File: src/core/frdc_pkg_unused_guard.sv
`timescale 1ns/1ps
`default_nettype none
`default_nettype wire

File: src/core/frdc_pkg.sv
package frdc_pkg;
  localparam int ADDR_W = 4;
  localparam int BYTE_W = 8;

  // register addresses
  localparam logic [3:0] A_DATA = 4'h0;
  localparam logic [3:0] A_PHASE = 4'h1;
  localparam logic [3:0] A_CFG = 4'h2;
  localparam logic [3:0] A_SPT = 4'h3;
  localparam logic [3:0] A_SEEK = 4'h4;
  localparam logic [3:0] A_STAT3 = 4'h5;
  localparam logic [3:0] A_CYL_POS = 4'h6;
  localparam logic [3:0] A_IRQ_ST = 4'h7;
  localparam logic [3:0] A_IRQ_CLR = 4'h8;
  localparam logic [3:0] A_IRQ_EN = 4'h9;

  // command and result framing
  localparam logic [3:0] IDX_CMD_LAST = 4'h8;
  localparam logic [3:0] IDX_RES_LAST = 4'h6;
  localparam logic [4:0] OPC_READ = 5'h06;
  localparam logic [4:0] OPC_READ_DEL = 5'h0c;
  localparam int BIT_MULTI = 7;
  localparam int BIT_DENSITY = 6;
  localparam int BIT_SKIP = 5;
  localparam int BIT_HEAD = 2;

  // step timing
  localparam int CLK_PERIOD_NS = 100;
  localparam int STEP_UNIT_NS = 500_000;
  localparam int STEP_UNIT_CYC = (STEP_UNIT_NS + CLK_PERIOD_NS - 1) / CLK_PERIOD_NS;
  localparam logic [4:0] STEP_SPAN = 5'h10;

  localparam logic [15:0] SECTOR_BASE_LEN = 16'h0080;
  localparam logic [7:0] FIRST_SECTOR = 8'h01;

  // status bits
  localparam logic [7:0] STAT0_INVALID = 8'h80;
  localparam logic [7:0] STAT1_OVERRUN = 8'h10;
  localparam logic [7:0] STAT2_CTRL_MARK = 8'h40;
  localparam logic [7:0] STAT3_READY = 8'h20;

  // interrupt sources
  localparam int IRQ_N = 3;
  localparam int IRQ_RESULT = 0;
  localparam int IRQ_SEEK = 1;
  localparam int IRQ_BYTE = 2;

  typedef struct packed {
    logic [3:0] step_rate_interval;
    logic write_gate_timing;
    logic count_enable_flag;
    logic [7:0] sectors_per_track;
  } frdc_cfg_t;

  localparam frdc_cfg_t CFG_RST = '{4'h0, 1'b0, 1'b0, 8'h09};

  typedef struct packed {
    logic [7:0] cyl;
    logic [7:0] head;
    logic [7:0] sector;
    logic [7:0] size;
  } frdc_chrn_t;

  typedef enum logic [2:0] {S_CMD, S_REQ, S_WAIT, S_DATA, S_NEXT, S_RESULT} frdc_state_t;
endpackage

File: src/core/frdc_read_cmd.sv
// Added by the designer: the placing of the registers and the address-and-strobe port.
`timescale 1ns/1ps
`default_nettype none
module frdc_read_cmd import frdc_pkg::*; #(
  parameter int UNIT_CYC = STEP_UNIT_CYC
) (
  // clock and reset
  input wire logic clk,
  input wire logic nrst,
  // register port
  input wire logic [ADDR_W-1:0] addr,
  input wire logic [BYTE_W-1:0] wdata,
  input wire logic we,
  input wire logic re,
  output logic [BYTE_W-1:0] rdata,
  // drive side
  input wire logic sector_found,
  input wire logic found_deleted,
  input wire logic disk_byte_valid,
  input wire logic [7:0] disk_byte,
  output logic sector_req,
  output frdc_chrn_t req_id,
  output logic [1:0] drive_sel,
  output logic double_density_select,
  output logic step_pulse,
  output logic step_dir,
  output logic write_enable,
  output logic pre_erase_lead,
  // interrupt
  output logic irq
);
  frdc_state_t state_q, state_d;
  logic [3:0] idx_q, idx_d;
  logic [7:0] cmd_q [9];
  logic [7:0] cmd_d [9];
  frdc_chrn_t cur_q, cur_d;
  logic [15:0] cnt_q, cnt_d;
  logic [7:0] sec_cnt_q, sec_cnt_d;
  logic [7:0] data_q, data_d;
  logic rdy_q, rdy_d, ovr_q, ovr_d, mark_q, mark_d;
  logic [7:0] stat0_q, stat0_d, stat1_q, stat1_d, stat2_q, stat2_d, stat3_q, stat3_d;
  logic [7:0] rdata_d;
  logic req_d;
  frdc_cfg_t cfg_q, cfg_d;
  logic [7:0] cyl_pos_q, cyl_pos_d;
  logic dir_d, seek_start;
  logic [7:0] seek_steps;
  logic seek_busy, seek_done;
  logic [IRQ_N-1:0] irq_ev, irq_st, irq_en;
  logic wr_data, rd_data, is_read, is_del, multi, skip_set, want_del, last_sec, count_end;
  logic [15:0] sec_len;

  assign wr_data = we && (addr == A_DATA);
  assign rd_data = re && (addr == A_DATA);
  assign is_read = (cmd_q[0][4:0] == OPC_READ);
  assign is_del = (cmd_q[0][4:0] == OPC_READ_DEL);
  assign multi = cmd_q[0][BIT_MULTI];
  assign skip_set = cmd_q[0][BIT_SKIP];
  assign want_del = is_del;
  assign sec_len = (cmd_q[5][2:0] == 3'h0) ? {8'h00, cmd_q[8]} : SECTOR_BASE_LEN << cmd_q[5][2:0];
  assign last_sec = (cur_q.sector == cmd_q[6]);
  assign count_end = cfg_q.count_enable_flag && (sec_cnt_q + 8'h01 >= cfg_q.sectors_per_track);
  assign seek_start = we && (addr == A_SEEK) && !seek_busy;
  assign seek_steps = wdata[7] ? 8'h00 - wdata : wdata;
  assign dir_d = seek_start ? !wdata[7] : step_dir;
  assign cyl_pos_d = (seek_start && !seek_busy) ? cyl_pos_q + wdata : cyl_pos_q;

  always_comb begin
    state_d = state_q;
    idx_d = idx_q;
    cmd_d = cmd_q;
    cur_d = cur_q;
    cnt_d = cnt_q;
    sec_cnt_d = sec_cnt_q;
    data_d = data_q;
    rdy_d = rdy_q && !(rd_data && state_q != S_CMD && state_q != S_RESULT);
    ovr_d = ovr_q;
    mark_d = mark_q;
    stat0_d = stat0_q;
    stat1_d = stat1_q;
    stat2_d = stat2_q;
    stat3_d = stat3_q;
    req_d = 1'b0;
    cfg_d = cfg_q;
    rdata_d = 8'h00;
    if (we && addr == A_CFG) begin
      cfg_d.step_rate_interval = wdata[7:4];
      cfg_d.write_gate_timing = wdata[1];
      cfg_d.count_enable_flag = wdata[0];
    end
    if (we && addr == A_SPT) begin
      cfg_d.sectors_per_track = wdata;
    end
    unique case (state_q)
      S_CMD: begin
        if (wr_data) begin
          cmd_d[idx_q] = wdata;
          idx_d = idx_q + 4'h1;
          if (idx_q == IDX_CMD_LAST) begin
            idx_d = 4'h0;
            cur_d = '{cmd_q[2], cmd_q[3], cmd_q[4], cmd_q[5]};
            sec_cnt_d = 8'h00;
            ovr_d = 1'b0;
            mark_d = 1'b0;
            state_d = (is_read || is_del) ? S_REQ : S_RESULT;
            stat0_d = (is_read || is_del) ? 8'h00 : STAT0_INVALID;
            stat1_d = 8'h00;
            stat2_d = 8'h00;
          end
        end
      end
      S_REQ: begin
        req_d = 1'b1;
        state_d = S_WAIT;
      end
      S_WAIT: begin
        if (sector_found) begin
          if (skip_set && (found_deleted != want_del)) begin
            state_d = S_NEXT;
          end else begin
            mark_d = mark_q || (found_deleted != want_del);
            cnt_d = sec_len;
            state_d = (sec_len == 16'h0000) ? S_NEXT : S_DATA;
          end
        end
      end
      S_DATA: begin
        if (disk_byte_valid) begin
          data_d = disk_byte;
          rdy_d = 1'b1;
          ovr_d = ovr_q || (rdy_q && !rd_data);
          cnt_d = cnt_q - 16'h0001;
          if (cnt_q == 16'h0001) begin
            state_d = S_NEXT;
          end
        end
      end
      S_NEXT: begin
        // hold until the host takes the last byte, else the result hides it
        if (!rdy_q) begin
          sec_cnt_d = sec_cnt_q + 8'h01;
          state_d = S_REQ;
          if (count_end || (last_sec && !(multi && cur_q.head[0] == 1'b0))) begin
            state_d = S_RESULT;
            stat0_d = {5'h00, cur_q.head[0], cmd_q[1][1:0]};
            stat1_d = ovr_q ? STAT1_OVERRUN : 8'h00;
            stat2_d = mark_q ? STAT2_CTRL_MARK : 8'h00;
          end else if (last_sec) begin
            cur_d.head = 8'h01;
            cur_d.sector = FIRST_SECTOR;
          end else begin
            cur_d.sector = cur_q.sector + 8'h01;
          end
        end
      end
      S_RESULT: begin
        stat3_d = STAT3_READY | {5'h00, cur_q.head[0], cmd_q[1][1:0]};
        if (rd_data) begin
          idx_d = idx_q + 4'h1;
          if (idx_q == IDX_RES_LAST) begin
            idx_d = 4'h0;
            state_d = S_CMD;
          end
        end
      end
    endcase
    if (re) begin
      unique case (addr)
        A_DATA: begin
          if (state_q == S_RESULT) begin
            unique case (idx_q)
              4'h0: rdata_d = stat0_q;
              4'h1: rdata_d = stat1_q;
              4'h2: rdata_d = stat2_q;
              4'h3: rdata_d = cur_q.cyl;
              4'h4: rdata_d = cur_q.head;
              4'h5: rdata_d = cur_q.sector;
              default: rdata_d = cur_q.size;
            endcase
          end else if (state_q == S_DATA || state_q == S_NEXT || state_q == S_REQ ||
                       state_q == S_WAIT) begin
            rdata_d = data_q;
          end
        end
        A_PHASE: rdata_d = {state_q == S_CMD, state_q == S_RESULT,
                            state_q != S_CMD && state_q != S_RESULT, rdy_q, seek_busy,
                            idx_q[2:0]};
        A_CFG: rdata_d = {cfg_q.step_rate_interval, 2'b00, cfg_q.write_gate_timing,
                          cfg_q.count_enable_flag};
        A_SPT: rdata_d = cfg_q.sectors_per_track;
        A_CYL_POS: rdata_d = cyl_pos_q;
        A_STAT3: rdata_d = (state_q == S_RESULT) ? stat3_q : 8'h00;
        A_IRQ_ST: rdata_d = {5'h00, irq_st};
        A_IRQ_EN: rdata_d = {5'h00, irq_en};
        default: rdata_d = 8'h00;
      endcase
    end
  end

  always_ff @(posedge clk) begin
    if (!nrst) begin
      state_q <= S_CMD;
      idx_q <= 4'h0;
      cmd_q <= '{default: 8'h00};
      cur_q <= '0;
      cnt_q <= 16'h0000;
      sec_cnt_q <= 8'h00;
      data_q <= 8'h00;
      rdy_q <= 1'b0;
      ovr_q <= 1'b0;
      mark_q <= 1'b0;
      stat0_q <= 8'h00;
      stat1_q <= 8'h00;
      stat2_q <= 8'h00;
      stat3_q <= 8'h00;
      rdata <= 8'h00;
      sector_req <= 1'b0;
      cfg_q <= CFG_RST;
      cyl_pos_q <= 8'h00;
      step_dir <= 1'b0;
    end else begin
      state_q <= state_d;
      idx_q <= idx_d;
      cmd_q <= cmd_d;
      cur_q <= cur_d;
      cnt_q <= cnt_d;
      sec_cnt_q <= sec_cnt_d;
      data_q <= data_d;
      rdy_q <= rdy_d;
      ovr_q <= ovr_d;
      mark_q <= mark_d;
      stat0_q <= stat0_d;
      stat1_q <= stat1_d;
      stat2_q <= stat2_d;
      stat3_q <= stat3_d;
      rdata <= rdata_d;
      sector_req <= req_d;
      cfg_q <= cfg_d;
      cyl_pos_q <= cyl_pos_d;
      step_dir <= dir_d;
    end
  end

  // drive-facing copies of command fields and of the write-gate timing config bit
  always_ff @(posedge clk) begin
    if (!nrst) begin
      req_id <= '0;
      drive_sel <= 2'b00;
      double_density_select <= 1'b0;
      write_enable <= 1'b0;
      pre_erase_lead <= 1'b0;
    end else begin
      req_id <= cur_d;
      drive_sel <= cmd_q[1][1:0];
      double_density_select <= cmd_q[0][BIT_DENSITY];
      // reads never write; gate stays low
      write_enable <= 1'b0;
      pre_erase_lead <= cfg_q.write_gate_timing;
    end
  end

  frdc_step_timer #(.UNIT_CYC(UNIT_CYC)) u_step (
    .clk(clk),
    .nrst(nrst),
    .start(seek_start),
    .steps(seek_steps),
    .rate(cfg_q.step_rate_interval),
    .step_pulse(step_pulse),
    .busy(seek_busy),
    .done(seek_done)
  );

  assign irq_ev = {disk_byte_valid && state_q == S_DATA, seek_done,
                   state_q != S_RESULT && state_d == S_RESULT};

  frdc_irq #(.N(IRQ_N)) u_irq (
    .clk(clk),
    .nrst(nrst),
    .events(irq_ev),
    .clr_we(we && addr == A_IRQ_CLR),
    .en_we(we && addr == A_IRQ_EN),
    .wdata(wdata[IRQ_N-1:0]),
    .status(irq_st),
    .enable(irq_en),
    .irq(irq)
  );
endmodule
`default_nettype wire

File: src/core/frdc_step_timer.sv
`timescale 1ns/1ps
`default_nettype none
module frdc_step_timer import frdc_pkg::*; #(
  parameter int UNIT_CYC = STEP_UNIT_CYC
) (
  // clock and reset
  input wire logic clk,
  input wire logic nrst,
  // control
  input wire logic start,
  input wire logic [7:0] steps,
  input wire logic [3:0] rate,
  // outputs
  output logic step_pulse,
  output logic busy,
  output logic done
);
  localparam int PW = $clog2(UNIT_CYC + 1);
  localparam logic [PW-1:0] PRE_LAST = PW'(UNIT_CYC - 1);

  logic [PW-1:0] pre_q, pre_d;
  logic [4:0] ivl_q, ivl_d;
  logic [7:0] left_q, left_d;
  logic busy_d, step_d, done_d;
  logic tick;

  assign tick = busy && (pre_q == PRE_LAST);

  always_comb begin
    pre_d = '0;
    ivl_d = ivl_q;
    left_d = left_q;
    busy_d = busy;
    step_d = 1'b0;
    done_d = 1'b0;
    if (start && !busy) begin
      ivl_d = STEP_SPAN - {1'b0, rate};
      left_d = steps;
      busy_d = (steps != 8'h00);
      done_d = (steps == 8'h00);
    end else if (busy) begin
      pre_d = tick ? '0 : pre_q + 1'b1;
      if (tick) begin
        ivl_d = ivl_q - 5'h01;
        if (ivl_q == 5'h01) begin
          step_d = 1'b1;
          ivl_d = STEP_SPAN - {1'b0, rate};
          left_d = left_q - 8'h01;
          if (left_q == 8'h01) begin
            busy_d = 1'b0;
            done_d = 1'b1;
          end
        end
      end
    end
  end

  always_ff @(posedge clk) begin
    if (!nrst) begin
      pre_q <= '0;
      ivl_q <= 5'h00;
      left_q <= 8'h00;
      busy <= 1'b0;
      step_pulse <= 1'b0;
      done <= 1'b0;
    end else begin
      pre_q <= pre_d;
      ivl_q <= ivl_d;
      left_q <= left_d;
      busy <= busy_d;
      step_pulse <= step_d;
      done <= done_d;
    end
  end
endmodule
`default_nettype wire

File: src/core/frdc_irq.sv
`timescale 1ns/1ps
`default_nettype none
module frdc_irq import frdc_pkg::*; #(
  parameter int N = IRQ_N
) (
  // clock and reset
  input wire logic clk,
  input wire logic nrst,
  // events and software access
  input wire logic [N-1:0] events,
  input wire logic clr_we,
  input wire logic en_we,
  input wire logic [N-1:0] wdata,
  // state
  output logic [N-1:0] status,
  output logic [N-1:0] enable,
  output logic irq
);
  logic [N-1:0] status_d, enable_d;

  always_comb begin
    // a new event wins over a clear in the same cycle
    status_d = (status & ~(clr_we ? wdata : '0)) | events;
    enable_d = en_we ? wdata : enable;
  end

  always_ff @(posedge clk) begin
    if (!nrst) begin
      status <= '0;
      enable <= '0;
      irq <= 1'b0;
    end else begin
      status <= status_d;
      enable <= enable_d;
      irq <= |(status_d & enable_d);
    end
  end
endmodule
`default_nettype wire

File: config.mk
export PLATFORM = sky130hd
export DESIGN_NAME = frdc_read_cmd
export DESIGN_NICKNAME = d
export VERILOG_FILES = /design/src/core/frdc_pkg_unused_guard.sv /design/src/core/frdc_pkg.sv /design/src/core/frdc_read_cmd.sv /design/src/core/frdc_step_timer.sv /design/src/core/frdc_irq.sv
export SDC_FILE = /design/constraint.sdc
export NUM_CORES = 1
export LEC_CHECK = 0
export BUFFER_PORTS_ARGS = -buffer_cell sky130_fd_sc_hd__buf_4
export CAP_MARGIN = 20
export CORE_MARGIN = 8
export CORE_UTILIZATION = 40
export DETAILED_ROUTE_END_ITERATION = 10
export HOLD_SLACK_MARGIN = 0.03
export SYNTH_ARGS = -nofsm -noshare
export SYNTH_HDL_FRONTEND = slang
export SYNTH_SLANG_ARGS = --single-unit
File: constraint.sdc
create_clock -name clk -period 2.95 [get_ports clk]
set_input_delay 0 -clock clk [delete_from_list [all_inputs] [get_ports clk]]
set_output_delay 0 -clock clk [all_outputs]
set_load 0.01 [all_outputs]
### Yosys cells after proc, flatten, opt, wreduce, memory -nomap -nowiden

Index checks and enable logic that the tools add are counted.

| word-level totals | value |
|---|---|
| register bits after elaboration | 246 |
| input port bits | 27 |
| word-level logic and storage cells | 264 |

| operators by class | value |
|---|---|
| $add $sub $neg | 10 |
| magnitude comparators | 3 |
| eq/ne operators | 41 |
| shift-type cells | 1 |
| muxes and demuxes | 88 |
| bitwise gates (word level) | 9 |
| reduce and logical (&&, ||, !) cells | 67 |

Operators by type and width:

| cell | number |
|---|---|
| 8-bit 2-to-1 mux | 22 |
| 16-bit 2-to-1 mux | 6 |
| 72-bit bitwise mux | 1 |
| 16-bit one-hot mux with 2 select lines | 2 |
| 8-bit one-hot mux with 2 select lines | 4 |
| 8-bit one-hot mux with 8 select lines | 1 |
| 24-bit 2-to-1 mux | 2 |
| 8-bit one-hot mux with 6 select lines | 1 |
| 3-bit 2-to-1 mux | 14 |
| 8-bit demux with 4-bit select | 1 |
| 4-bit by 3-bit equality test with 1-bit output, second input constant | 7 |
| 5-bit 2-to-1 mux | 5 |
| 1-bit logical AND | 22 |
| 2-bit inequality test, second input constant | 10 |
| 1-bit 2-to-1 mux | 19 |
| 3-bit one-hot mux with 6 select lines | 1 |
| 8-bit by 1-bit adder with 8-bit output, second input constant | 2 |
| 16-bit by 1-bit equality test with 1-bit output, second input constant | 1 |
| 4-bit by 2-bit equality test with 1-bit output, second input constant | 4 |
| 16-bit logical NOT | 1 |
| 4-bit 2-to-1 mux | 4 |
| 2-bit nonzero test | 8 |
| 8-bit by 3-bit left shift with 16-bit output, first input constant | 1 |
| 16-bit by 1-bit subtractor with 16-bit output, second input constant | 1 |
| 46 further kinds | 79 |

### Depth between registers and ports, before layout

Gate-level depths: netlist (run 1).

| depth | value |
|---|---|
| depth after elaboration | 13 |
| gate-level depth with buffers | 13 |
| mapped depth without buffers | 11 |

### By module

A second synthesis (run 1) with hierarchy kept.

| second synthesis, totals | value |
|---|---|
| cell total of the unflattened synthesis | 1409 |
| area, all modules | 11075.6 µm² |

By module, submodules not included:

| module | instances | cells an instance | area an instance (µm²) | sequential area each (µm²) |
|---|---|---|---|---|
| frdc_read_cmd | 1 | 1187 | 9112.5 | 3563.4 |
| frdc_step_timer | 1 | 197 | 1706.6 | 580.6 |
| frdc_irq | 1 | 25 | 256.5 | 140.1 |

### Worst setup path after synthesis (run 1)

No wires, ideal clock.

| timing path | value |
|---|---|
| kind | reg2reg |
| start point | register sec_cnt_q[2] |
| end point | register req_id[14] (netlist name) |
| setup time | 92 ps |
| data arrival time | 2870 ps |
| required time | 2858 ps |
| setup slack | -12 ps |
| stages on the path, launching flop included | 13 |
| path buffers | 1 |
| cell sequence | dfxtp_1 -> and3_1 -> clkbuf_1 -> and3_1 -> nand3_1 -> xnor2_1 -> ha_1 -> and3_1 -> a221o_1 -> a32o_1 -> o21ai_0 -> nand2_2 -> o32ai_1 |

| on the way | value |
|---|---|
| longest elaborated chain between the ends | 6 |

RTL lines:

| what | RTL line | source |
|---|---|---|
| start, declared | frdc_read_cmd.sv:38 | `logic [7:0] sec_cnt_q, sec_cnt_d;` |
| start signal, assigned | frdc_read_cmd.sv:227 | `sec_cnt_q <= sec_cnt_d;` |
| 8-bit by 1-bit adder with 8-bit output | frdc_read_cmd.sv:62 | `assign count_end = cfg_q.count_enable_flag && (sec_cnt_q + 8'h01 >= cfg_q.sectors_per_track);` |
| 8-bit greater-or-equal comparator | frdc_read_cmd.sv:62 |  |
| 1-bit logical AND | frdc_read_cmd.sv:62 |  |
| 1-bit logical OR | frdc_read_cmd.sv:143 | `if (count_end \|\| (last_sec && !(multi && cur_q.head[0] == 1'b0))) begin` |
| 2-bit inequality test (no line) | - |  |
| 5-bit AND reduction (no line) | - |  |
| end signal, assigned | frdc_read_cmd.sv:253 | `req_id <= cur_d;` |
| end, declared | frdc_read_cmd.sv:22 | `output frdc_chrn_t req_id,` |

No other way between the ends.
A chain may end at the register's enable or synchronous reset.

### Worst setup path in the final report (run 1)

| timing path | value |
|---|---|
| start point | register sec_cnt_q[1] |
| end point | register req_id[14] (netlist name) |

The elaborated chain is that of the path after synthesis.

==> impl_metrics.env, run 1 <==
export IMPL_whs_path_depth=3
export IMPL_max_stage_delay_ns=0.35
export IMPL_clock_path_buffers=3
export IMPL_leakage_nw=4.82
export IMPL_clk_pin_slew_ns=0.06
export IMPL_synth_edf_count=0
export IMPL_synth_compound_area_share_pct=21.7
export IMPL_hold_ws_ns=0.0620
export IMPL_synth_main_ff_cell="dfxtp_1"
export IMPL_die_area_um2=33000
export IMPL_finalCritPeriodShare_pct=97.4
export IMPL_arrival_ns=3.29
export IMPL_end_kind="register"
export IMPL_path_common_cell="and3_4"
export IMPL_regArea_um2=4290
export IMPL_synth_nets=1426
export IMPL_core_area_um2=27000
export IMPL_tightest_slew_ns=0.748
export IMPL_power_density_nw_per_um2=616
export IMPL_cp_cell_sequence="and3_4 -> and3_4 -> nand3_1 -> xnor2_2 -> ha_1 -> and3_1 -> a221o_1 -> a32o_2 -> o21ai_2 -> buf_6 -> nand2_2 -> o32ai_1"
export IMPL_grt_max_degree=72
export IMPL_critPathSlowestCell="dfxtp_2"
export IMPL_final_cell_mix="212 x dfxtp_1, 190 x nand2_1, 146 x a21oi_1"
export IMPL_cts_max_level=1
export IMPL_start_util_pct=40.7
export IMPL_cp_top_family="compound AO/OA/AOI/OAI gates"
export IMPL_gp_congestion=0.895
export IMPL_nFillCells=2638
export IMPL_io_buffers=74
export IMPL_vias=10400
export IMPL_antenna_left=0
export IMPL_grtUsageTotal_pct=20.6
export IMPL_timing_final_ws_setup_ns=0.0770
export IMPL_syn_area_um2=11000
export IMPL_path_depth=12
export IMPL_ir_drop_uv=438
export IMPL_netlist_instances=1368
export IMPL_slew_violations=0
export IMPL_routed_wl_mm=35.4
export IMPL_crit_path_start_kind="register"
export IMPL_final_util_pct=48.7
export IMPL_synth_fa_ha_area_share_pct=3.61
export IMPL_yosysWarnings=0
export IMPL_multiInputGateArea_um2=6180
export IMPL_cts_tree="built"
export IMPL_layout_commonest_cell="dfxtp_1"
export IMPL_antenna_found_initial=0
export IMPL_syn_avg_cell_area_um2=8.01
export IMPL_fin_tns_setup_ns=0
export IMPL_die_w_um=182
export IMPL_synth_top_family_by_area="simple AND/OR/NAND/NOR gates"
export IMPL_nNetsFinal=1511
export IMPL_crit_required_ns=3.37
export IMPL_seq_area_frac_synth_pct=39.1
export IMPL_ys_seq_elements=214
export IMPL_antenna_cells=0
export IMPL_synth_simple_area_share_pct=24.0
export IMPL_critPathKind="register to register"
export IMPL_p_total_mw=8.08
export IMPL_wl_met3_mm=1.85
export IMPL_yosysUniqueCellTypes=90
export IMPL_period_needed_ns=2.87
export IMPL_wire_per_inst_um=19.5
export IMPL_m1WireLength_mm=16.3
export IMPL_cap_violations=0
export IMPL_r2r_cells=12
export IMPL_grt_pass1_vias=9851
export IMPL_hold_viol=0
export IMPL_die_height_um=182
export IMPL_dr_wl_met2_mm=16.1
export IMPL_viasPerCell=5.72
export IMPL_ios=76
export IMPL_synthMuxAreaShare_pct=2.85
export IMPL_yosys_top_cells_area="dfxtp_1 39%, a21oi_1 6.7%, nand2_1 6.5%"
export IMPL_dpl_hpwl_mm=24.5
export IMPL_grt_overflow=0
export IMPL_drive_gt1_share_pct=14.6
export IMPL_synthArstFlopShare_pct=0
export IMPL_dr_max_layer_used="met4"
export IMPL_hold_path_class="primary input to register"
export IMPL_root_buffer="clkbuf_16"
export IMPL_first_iter_violations=875
export IMPL_setup_violations=0
export IMPL_yosysTopAreaCell="dfxtp_1"
export IMPL_syn_to_final_growth_pct=19.7
export IMPL_cts_sinks=214
export IMPL_grt_pass1_wl_mm=55.1
export IMPL_drc=0
export IMPL_drtPass1Iterations=5
export IMPL_clkLatencyLatePin_ns=0.53
export IMPL_critPathMaxFanout=6
export IMPL_preCtsSetupSlack_ns=-0.107
export IMPL_clock_skew_ns=0.0190
export IMPL_synth_top_cell_area_share_pct=39.1
export IMPL_relSlewSlack_pct=49.8
export IMPL_cp_num_buf_inv=1
export IMPL_max_freq_mhz=348
export IMPL_status="finished, final reports clean"
export IMPL_row_count=60
export IMPL_rsz0062_at_grt="true"
export IMPL_synthXorXnorAreaFrac_pct=3.60
export IMPL_numCtsBuffers=25
==> cell type report <==
class,count,area share (%)
tap,341,3.25
timing repair buffer,152,9.33
sequential,214,32.7
multi-input combinational,1023,47.1
inverter,37,1.08
clock buffer,34,5.56
clock inverter,10,1.01
==> layer usage <==
layer | global-route usage [%] | vias up
met5 | 0 | -
met4 | 7.12 | 0
met2 | 33.4 | 314
li1 | - | 5028
met1 | 27.5 | 4946
met3 | 2.95 | 70
==> path summary, 6_finish.rpt <==
check,startpoint,endpoint,slack [ns]
worst max-delay path,sec_cnt_q[1],req_id[14],0.08
worst min-delay path,addr[2],rdata[7],0.06
worst max register to register,sec_cnt_q[1],req_id[14],0.08
worst min register to register,cmd_q[28],req_id[4],0.45
==> tightest hold or removal path, stage by stage <==
cell and delay (ns):
buf_4 0.23, o32a_1 0.23, a21oi_1 0.06
==> cells in the mapped netlist, types with 6 or more instances <==
cell type / number
a221oi_1: 8
a21oi_1: 147
nand2b_1: 15
a32o_1: 10
ha_1: 30
and3_1: 12
buf_6: 6
xor2_1: 23
o21a_1: 11
o21ai_0: 69
clkbuf_1: 67
or3_1: 6
a211oi_1: 13
nand4_1: 10
nand3b_1: 6
and2_1: 15
nor4_1: 11
inv_1: 35
a32oi_1: 8
o211ai_1: 17
buf_2: 13
nor3_1: 29
a31oi_1: 18
nand2_1: 190
a21o_1: 6
mux2i_1: 29
nor2b_1: 10
nor2_1: 137
nand3_1: 58
a22oi_1: 15
dfxtp_1: 214
xnor2_1: 22
==> power by group <==
part / total (mW) / internal (mW) / switching (mW) / leakage, nW
Sequential: 3.13 / 2.97 / 0.156 / 1.73
Combinational: 1.71 / 0.638 / 1.08 / 2.66
Clock: 3.23 / 1.99 / 1.25 / 0.432
==> per-stage QoR <==
step,std cells,cell area [um^2]
2_1_floorplan,1368,11000
3_3_place_gp,1740,11900
3_5_place_dp,1740,11900
4_1_cts,1809,13000
5_1_grt,1811,13100
6_report,1811,13100
==> timing repair <==
item | in CTS | in global routing
setup endpoints to repair | 6 | 25
hold endpoints to repair | 114 | 0
pin swaps | 0 | 5
buffers inserted | 0 | 2
hold buffers | 25 | 0
gates cloned | 0 | 0
resized for setup | 1 | 17
==> sequential cells by signal (all words and copies together), names as in the netlist, 2 cells and up <==
name	flops
cfg_q	14
cmd_q	58
cnt_q	16
cyl_pos_q	8
data_q	8
drive_sel	2
idx_q	4
rdata	8
req_id	32
sec_cnt_q	8
stat0_q	4
stat3_q	4
state_q	3
u_irq.enable	3
u_irq.status	3
u_step.ivl_q	5
u_step.left_q	8
u_step.pre_q	13
==> cells by family (layout without fill, tap and decap cells) <==
family	Yosys count	after routing
DFF	214	214
adders and majority gates	31	31
buffers and inverters	131	233
xor gates and xnor gates	45	45
other	1	1
muxes	31	31
AOI/OAI and AO/OA	373	373
and+or+nand+nor	542	542
Power figures use the tool's default switching activity.
==> inputs of run 2 (changes only) <==
- ABC_AREA: default -> 1
- CTS_CLUSTER_SIZE: default -> 16
==> run 2 against run 1 <==
Compared with the run above: via count decreased by 2.6%; final area fell by 2.8%; sequential power grew 6%; combinational power up 19%; flip-flop and latch count unchanged; synthesized area shrank 2.4%; maximum frequency is 5.4% higher; non-clock buffer count shrank 21; synthesized cell count grew 7.7%; die area decreased by 2.2%; global-route usage down 0.94 points; largest cell class unchanged; largest power group is now registers.
==> impl_metrics.env, run 2 <==
export IMPL_status="finished, final reports clean"
export IMPL_core_area_um2=26600
export IMPL_wire_per_inst_um=16.9
export IMPL_die_area_um2=32200
export IMPL_syn_to_final_growth_pct=19.3
export IMPL_io_buffers=74
export IMPL_drive_gt1_share_pct=12.0
export IMPL_max_freq_mhz=367
export IMPL_arrival_ns=3.11
export IMPL_power_density_nw_per_um2=665
export IMPL_viasPerCell=5.23
export IMPL_dpl_hpwl_mm=23.1
export IMPL_switching_share_pct=32.1
export IMPL_die_w_um=180
export IMPL_final_util_pct=48.0
export IMPL_reg_top3="cmd_q: 58 flops, req_id: 32 flops, cnt_q: 16 flops"
export IMPL_antenna_left=0
export IMPL_switching_power_mw=2.73
export IMPL_hold_path_class="primary input to register"
export IMPL_regToRegSetupSlack_ns=0.22
export IMPL_combPwrFrac_pct=24.0
export IMPL_drc=0
export IMPL_cts_sinks=214
export IMPL_vias=10100
export IMPL_finalCritPeriodShare_pct=92.4
export IMPL_cts_tree="built"
export IMPL_synth_top_family_by_area="compound AO/OA/AOI/OAI gates"
export IMPL_clk_pin_slew_ns=0.06
export IMPL_hold_viol=0
export IMPL_grt_overflow=0
export IMPL_grt_pass1_vias=9550
export IMPL_antenna_found_initial=0
export IMPL_nNetsFinal=1628
export IMPL_clock_skew_ns=0.0115
export IMPL_grtUsageTotal_pct=19.6
export IMPL_row_count=60
export IMPL_clkLatencyLatePin_ns=0.52
export IMPL_synth_top_cell_area_share_pct=40.1
export IMPL_regMostFlops="cmd_q"
export IMPL_cap_violations=0
export IMPL_crit_path_start_kind="register"
export IMPL_ys_seq_elements=214
export IMPL_leakage_nw=5.22
export IMPL_drtPass1Iterations=5
export IMPL_critPathMaxFanout=11
export IMPL_synth_common_cells="218 x nand2_1, 214 x dfxtp_1, 181 x a21oi_1, 169 x inv_1, 161 x o21ai_0"
export IMPL_synth_main_ff_cell="dfxtp_1"
export IMPL_crit_required_ns=3.33
export IMPL_synth_edf_count=0
export IMPL_final_cell_mix="216 x nand2_1, 211 x dfxtp_1, 181 x a21oi_1"
export IMPL_synth_simple_area_share_pct=21.7
export IMPL_ir_drop_uv=447
export IMPL_tightest_slew_ns=0.839
export IMPL_synthMuxAreaShare_pct=0
export IMPL_yosysUniqueCellTypes=53
export IMPL_synthArstFlopShare_pct=0
export IMPL_yosysWarnings=0
export IMPL_grt_max_degree=50
export IMPL_routed_wl_mm=32.7
export IMPL_antenna_cells=0
export IMPL_setup_violations=0
export IMPL_p_int_mw=5.76
export IMPL_slew_violations=0
export IMPL_power_frac_clock_pct=36.9
export IMPL_relSlewSlack_pct=44.0
export IMPL_syn_area_um2=10700
export IMPL_period_needed_ns=2.73
export IMPL_synth_compound_area_share_pct=21.9
export IMPL_layout_commonest_cell="nand2_1"
export IMPL_die_height_um=180
export IMPL_clock_path_buffers=3
export IMPL_synthXorXnorAreaFrac_pct=3.44
export IMPL_yosys_top_cells_area="dfxtp_1 40%, a21oi_1 8.5%, nand2_1 7.7%"
export IMPL_synth_nets=1532
export IMPL_cts_max_level=1
export IMPL_synth_fa_ha_area_share_pct=3.70
export IMPL_seqPwrFrac_pct=39.1
export IMPL_end_kind="register"
export IMPL_grt_pass1_wl_mm=52.1
export IMPL_critPathKind="register to register"
export IMPL_root_buffer="clkbuf_16"
export IMPL_numCtsBuffers=25
export IMPL_p_total_mw=8.49
export IMPL_largest_reg_flops=58
export IMPL_netlist_instances=1474
export IMPL_seq_area_frac_synth_pct=40.1
export IMPL_syn_avg_cell_area_um2=7.26
export IMPL_gp_congestion=0.932
export IMPL_yosysTopAreaCell="dfxtp_1"
export IMPL_start_util_pct=40.2
export IMPL_first_iter_violations=870
export IMPL_synth_most_common_cell="nand2_1"
export IMPL_ios=76
-- run 2: cell types whose count changed after synthesis, sizes merged, moves of 12 or more --
cell	delta
nand3	+22
clkbuf	-36
inv	+147
a22oi	-15
and3	-12
o22ai	+17
nand2	+40
nor2	+12
a21oi	+34
o21ai	+98
and2	-15
mux2i	-29
nand2b	-15
-- run 2: worst paths after layout --
kind | start | end | cells past startpoint
worst max-delay path | sec_cnt_q[0] | req_id[23] | 17
worst min-delay path | addr[1] | rdata[1] | 6
worst max register to register | sec_cnt_q[0] | req_id[23] | 17
worst min register to register | cfg_q[9] | pre_erase_lead | 2
-- run 2: metrics by stage --
| stage | TNS (ns) | instance area (um^2) | hold WS, ns | std cells | worst slack, ns |
|---|---|---|---|---|---|
| 2_1_floorplan | 0 | 10700 | 0.164 | 1474 | 0.540 |
| 3_3_place_gp | 0 | 11500 | 0.286 | 1842 | 0.191 |
| 3_5_place_dp | 0 | 11500 | 0.291 | 1842 | 0.110 |
| 4_1_cts | 0 | 12700 | 0.0335 | 1922 | 0.100 |
| 5_1_grt | -0.000533 | 12800 | 0.0642 | 1928 | -0.000533 |
| 6_report | 0 | 12800 | 0.0593 | 1928 | 0.223 |
-- run 2: cell type report --
| class | instances | area, um^2 |
|---|---|---|
| clock buffers | 39 | 758 |
| inverters | 184 | 693 |
| multi-input cells | 1014 | 5440 |
| well taps | 341 | 427 |
| fillers | 2728 | 13800 |
| clock inverters | 5 | 75.1 |
| flip-flops and latches | 214 | 4290 |
| repair buffers | 131 | 1070 |
-- run 2: power by group through the flow --
| stage | Combinational, mW | Clock [mW] | Sequential (mW) |
|---|---|---|---|
| after global routing | 2.27 | 3.33 | 3.34 |
| after CTS | 1.96 | 3.20 | 3.31 |
| after global placement | 1.89 | 0 | 3.38 |
| final | 2.04 | 3.13 | 3.32 |
| after detailed placement | 1.91 | 0 | 3.38 |
| after floorplan | 1.28 | 0 | 3.34 |
-- run 2: what timing repair did --
item | 4_1_cts | 5_1_grt
hold endpoints to repair | 116 | 0
resized for setup | 0 | 6
hold buffers | 36 | 0
setup endpoints to repair | 0 | 16
setup buffers | 0 | 6
-- run 2: per-layer routing --
layer	wire length [um]	GRT usage (%)	vias to the layer above
met5	0	0.307	-
met4	886	6.10	0
met3	1850	3.15	56
met2	15000	32.4	257
met1	14900	25.9	4668
li1	-	-	5110
-- run 2: cell families after synthesis --
family | after synthesis
buffers and inverters | 246
XOR/XNOR | 42
AND/OR/NAND/NOR | 513
flip-flops | 214
other | 1
adder cells (fa/ha/maj) | 31
AO/OA/AOI/OAI | 427
-- run 2: critical path, stage by stage, from the launching register on --
cell and delay, ns:
dfxtp_2 0.36, nand3_1 0.11, nand3b_1 0.21, nand3b_1 0.22, xnor2_2 0.17, ha_1 0.29, a21oi_1 0.16, o21a_1 0.13
nand2_1 0.07, nand2_2 0.10, nand2_1 0.09, nand2_2 0.11, nand2_4 0.08, nor2_8 0.18, buf_4 0.16, o21ai_2 0.05
o21ai_2 0.06, nor2_1 0.04
==> inputs of run 3 (changes only) <==
- MAX_ROUTING_LAYER: default -> met4
==> run 3 against run 2 <==
Compared with the run above: non-clock buffer count decreased by 1; critical path depth decreased by 6; sequential share of layout area decreased by 0.19 points; clock skew increased by 0.0068 ns; largest cell class unchanged.
==> impl_metrics.env, run 3 (synthesis results as in run 2) <==
export IMPL_clock_path_buffers=3
export IMPL_grt_pass1_wl_mm=51.6
export IMPL_end_kind="register"
export IMPL_setup_violations=0
export IMPL_period_needed_ns=2.74
export IMPL_power_density_nw_per_um2=675
export IMPL_die_height_um=180
export IMPL_nFillCells=2712
export IMPL_routed_wl_mm=32.6
export IMPL_row_count=60
export IMPL_die_area_um2=32200
export IMPL_crit_required_ns=3.36
export IMPL_cts_sinks=214
export IMPL_grt_pass1_vias=9561
export IMPL_max_freq_mhz=365
export IMPL_io_buffers=74
export IMPL_slew_violations=0
export IMPL_ios=76
export IMPL_drive_gt1_share_pct=12.4
export IMPL_first_iter_violations=854
export IMPL_largest_reg_flops=58
export IMPL_finalInstanceArea_um2=12800
export IMPL_nNetsFinal=1629
export IMPL_drc=0
export IMPL_final_cell_mix="215 x nand2_1, 212 x dfxtp_1, 181 x a21oi_1"
export IMPL_vias=10200
export IMPL_drtPass1Iterations=5
export IMPL_grtUsageTotal_pct=20.0
export IMPL_path_common_cell="dlygate4sd3_1"
export IMPL_reg_top3="cmd_q: 58 flops, req_id: 32 flops, cnt_q: 16 flops"
export IMPL_cap_violations=0
export IMPL_max_stage_delay_ns=0.60
export IMPL_dpl_instance_area_um2=11500
export IMPL_clock_skew_ns=0.0183
export IMPL_gp_congestion=0.949
export IMPL_hp_start="wdata[5]"
export IMPL_clkLatencyLatePin_ns=0.54
export IMPL_leakage_nw=5.23
export IMPL_numCtsBuffers=25
export IMPL_cts_tree="built"
export IMPL_wire_per_inst_um=16.9
export IMPL_crit_start="addr[1]"
export IMPL_root_buffer="clkbuf_16"
export IMPL_antenna_found_initial=0
export IMPL_hold_ws_ns=0.418
export IMPL_relSlewSlack_pct=52.8
export IMPL_worstReg2RegStart="state_q[2]"
export IMPL_viasPerCell=5.29
export IMPL_core_area_um2=26600
export IMPL_antenna_left=0
export IMPL_grt_overflow=0
export IMPL_critPathKind="primary input to register"
export IMPL_hold_path_class="primary input to register"
export IMPL_final_util_pct=48.3
export IMPL_dpl_hpwl_mm=23.2
export IMPL_ir_drop_uv=343
export IMPL_cp_cell_sequence="dlygate4sd3_1 -> buf_4 -> inv_2 -> nand2_2 -> dlygate4sd3_1 -> nor2_4 -> nand2_1 -> clkinvlp_4 -> o21ai_0 -> a21oi_1 -> dlygate4sd3_1"
export IMPL_arrival_ns=3.15
export IMPL_start_util_pct=40.2
export IMPL_tightest_slew_ns=0.706
export IMPL_clk_pin_slew_ns=0.06
export IMPL_grt_max_degree=45
export IMPL_fin_tns_setup_ns=0
export IMPL_antenna_cells=0
export IMPL_critPathMaxFanout=15
export IMPL_die_w_um=180
export IMPL_regMostFlops="cmd_q"
export IMPL_status="finished, final reports clean"
export IMPL_crit_path_start_kind="primary input"
export IMPL_critPathSlowestCell="dlygate4sd3_1"
export IMPL_syn_to_final_growth_pct=19.9
export IMPL_finalCritPeriodShare_pct=93.0
export IMPL_cts_max_level=1
export IMPL_layout_commonest_cell="nand2_1"
export IMPL_hold_viol=0
export IMPL_rsz0062_at_grt="false"
-- run 3: worst paths after layout --
kind,slack [ns],end,cells past startpoint
setup / recovery,0.21,step_dir,11
hold / removal,0.42,cmd_q[29],4
setup reg to reg,0.25,u_irq.irq,16
hold reg to reg,0.44,pre_erase_lead,2
-- run 3: what timing repair did --
item / 4_1_cts / 5_1_grt
endpoints found under the setup margin: 0 / 17
resized for setup: 0 / 8
endpoints found under the hold margin: 113 / 0
hold buffers: 38 / 0
buffers inserted: 0 / 3
-- run 3: per-stage QoR --
| stage | std cells | power (mW) | setup slack, ns |
|---|---|---|---|
| 2_1_floorplan | 1474 | 4.62 | 0.540 |
| 3_3_place_gp | 1842 | 5.27 | 0.218 |
| 3_5_place_dp | 1842 | 5.28 | 0.156 |
| 4_1_cts | 1926 | 8.64 | 0.0931 |
| 5_1_grt | 1931 | 9.09 | 0.00215 |
| 6_report | 1931 | 8.65 | 0.207 |
-- run 3: critical path: cells and delay by family --
family / cells / cell delay, ns
AND/OR/NAND/NOR: 3 / 0.60
AO/OA/AOI/OAI: 2 / 0.28
buffers and inverters: 6 / 2.25
-- run 3: where the power goes --
group	leakage, nW	switching (mW)	total, mW	internal [mW]
Combinational	3.06	1.29	2.03	0.735
Clock	0.442	1.28	3.31	2.03
Sequential	1.73	0.236	3.32	3.08
Total	5.23	2.81	8.65	5.84
-- run 3: per-layer routing --
layer  routed length, um  part of all wire (%)  GRT usage [%]
met3                1720                   5.3           2.94
met2               14900                    46           32.0
met1               14900                    46           25.8
met4                1010                   3.1           6.34
met5                   0                     0              -
-- run 3: layout make-up --
class	instances	area (um^2)	area share, %
repair buffers	130	1070	8.35
repair inverters	1	5.00	0.0390
clock buffers	31	698	5.44
multi-input cells	1015	5460	42.5
flip-flops and latches	214	4290	33.4
inverters	184	697	5.43
well taps	341	427	3.33
clock inverters	15	185	1.44
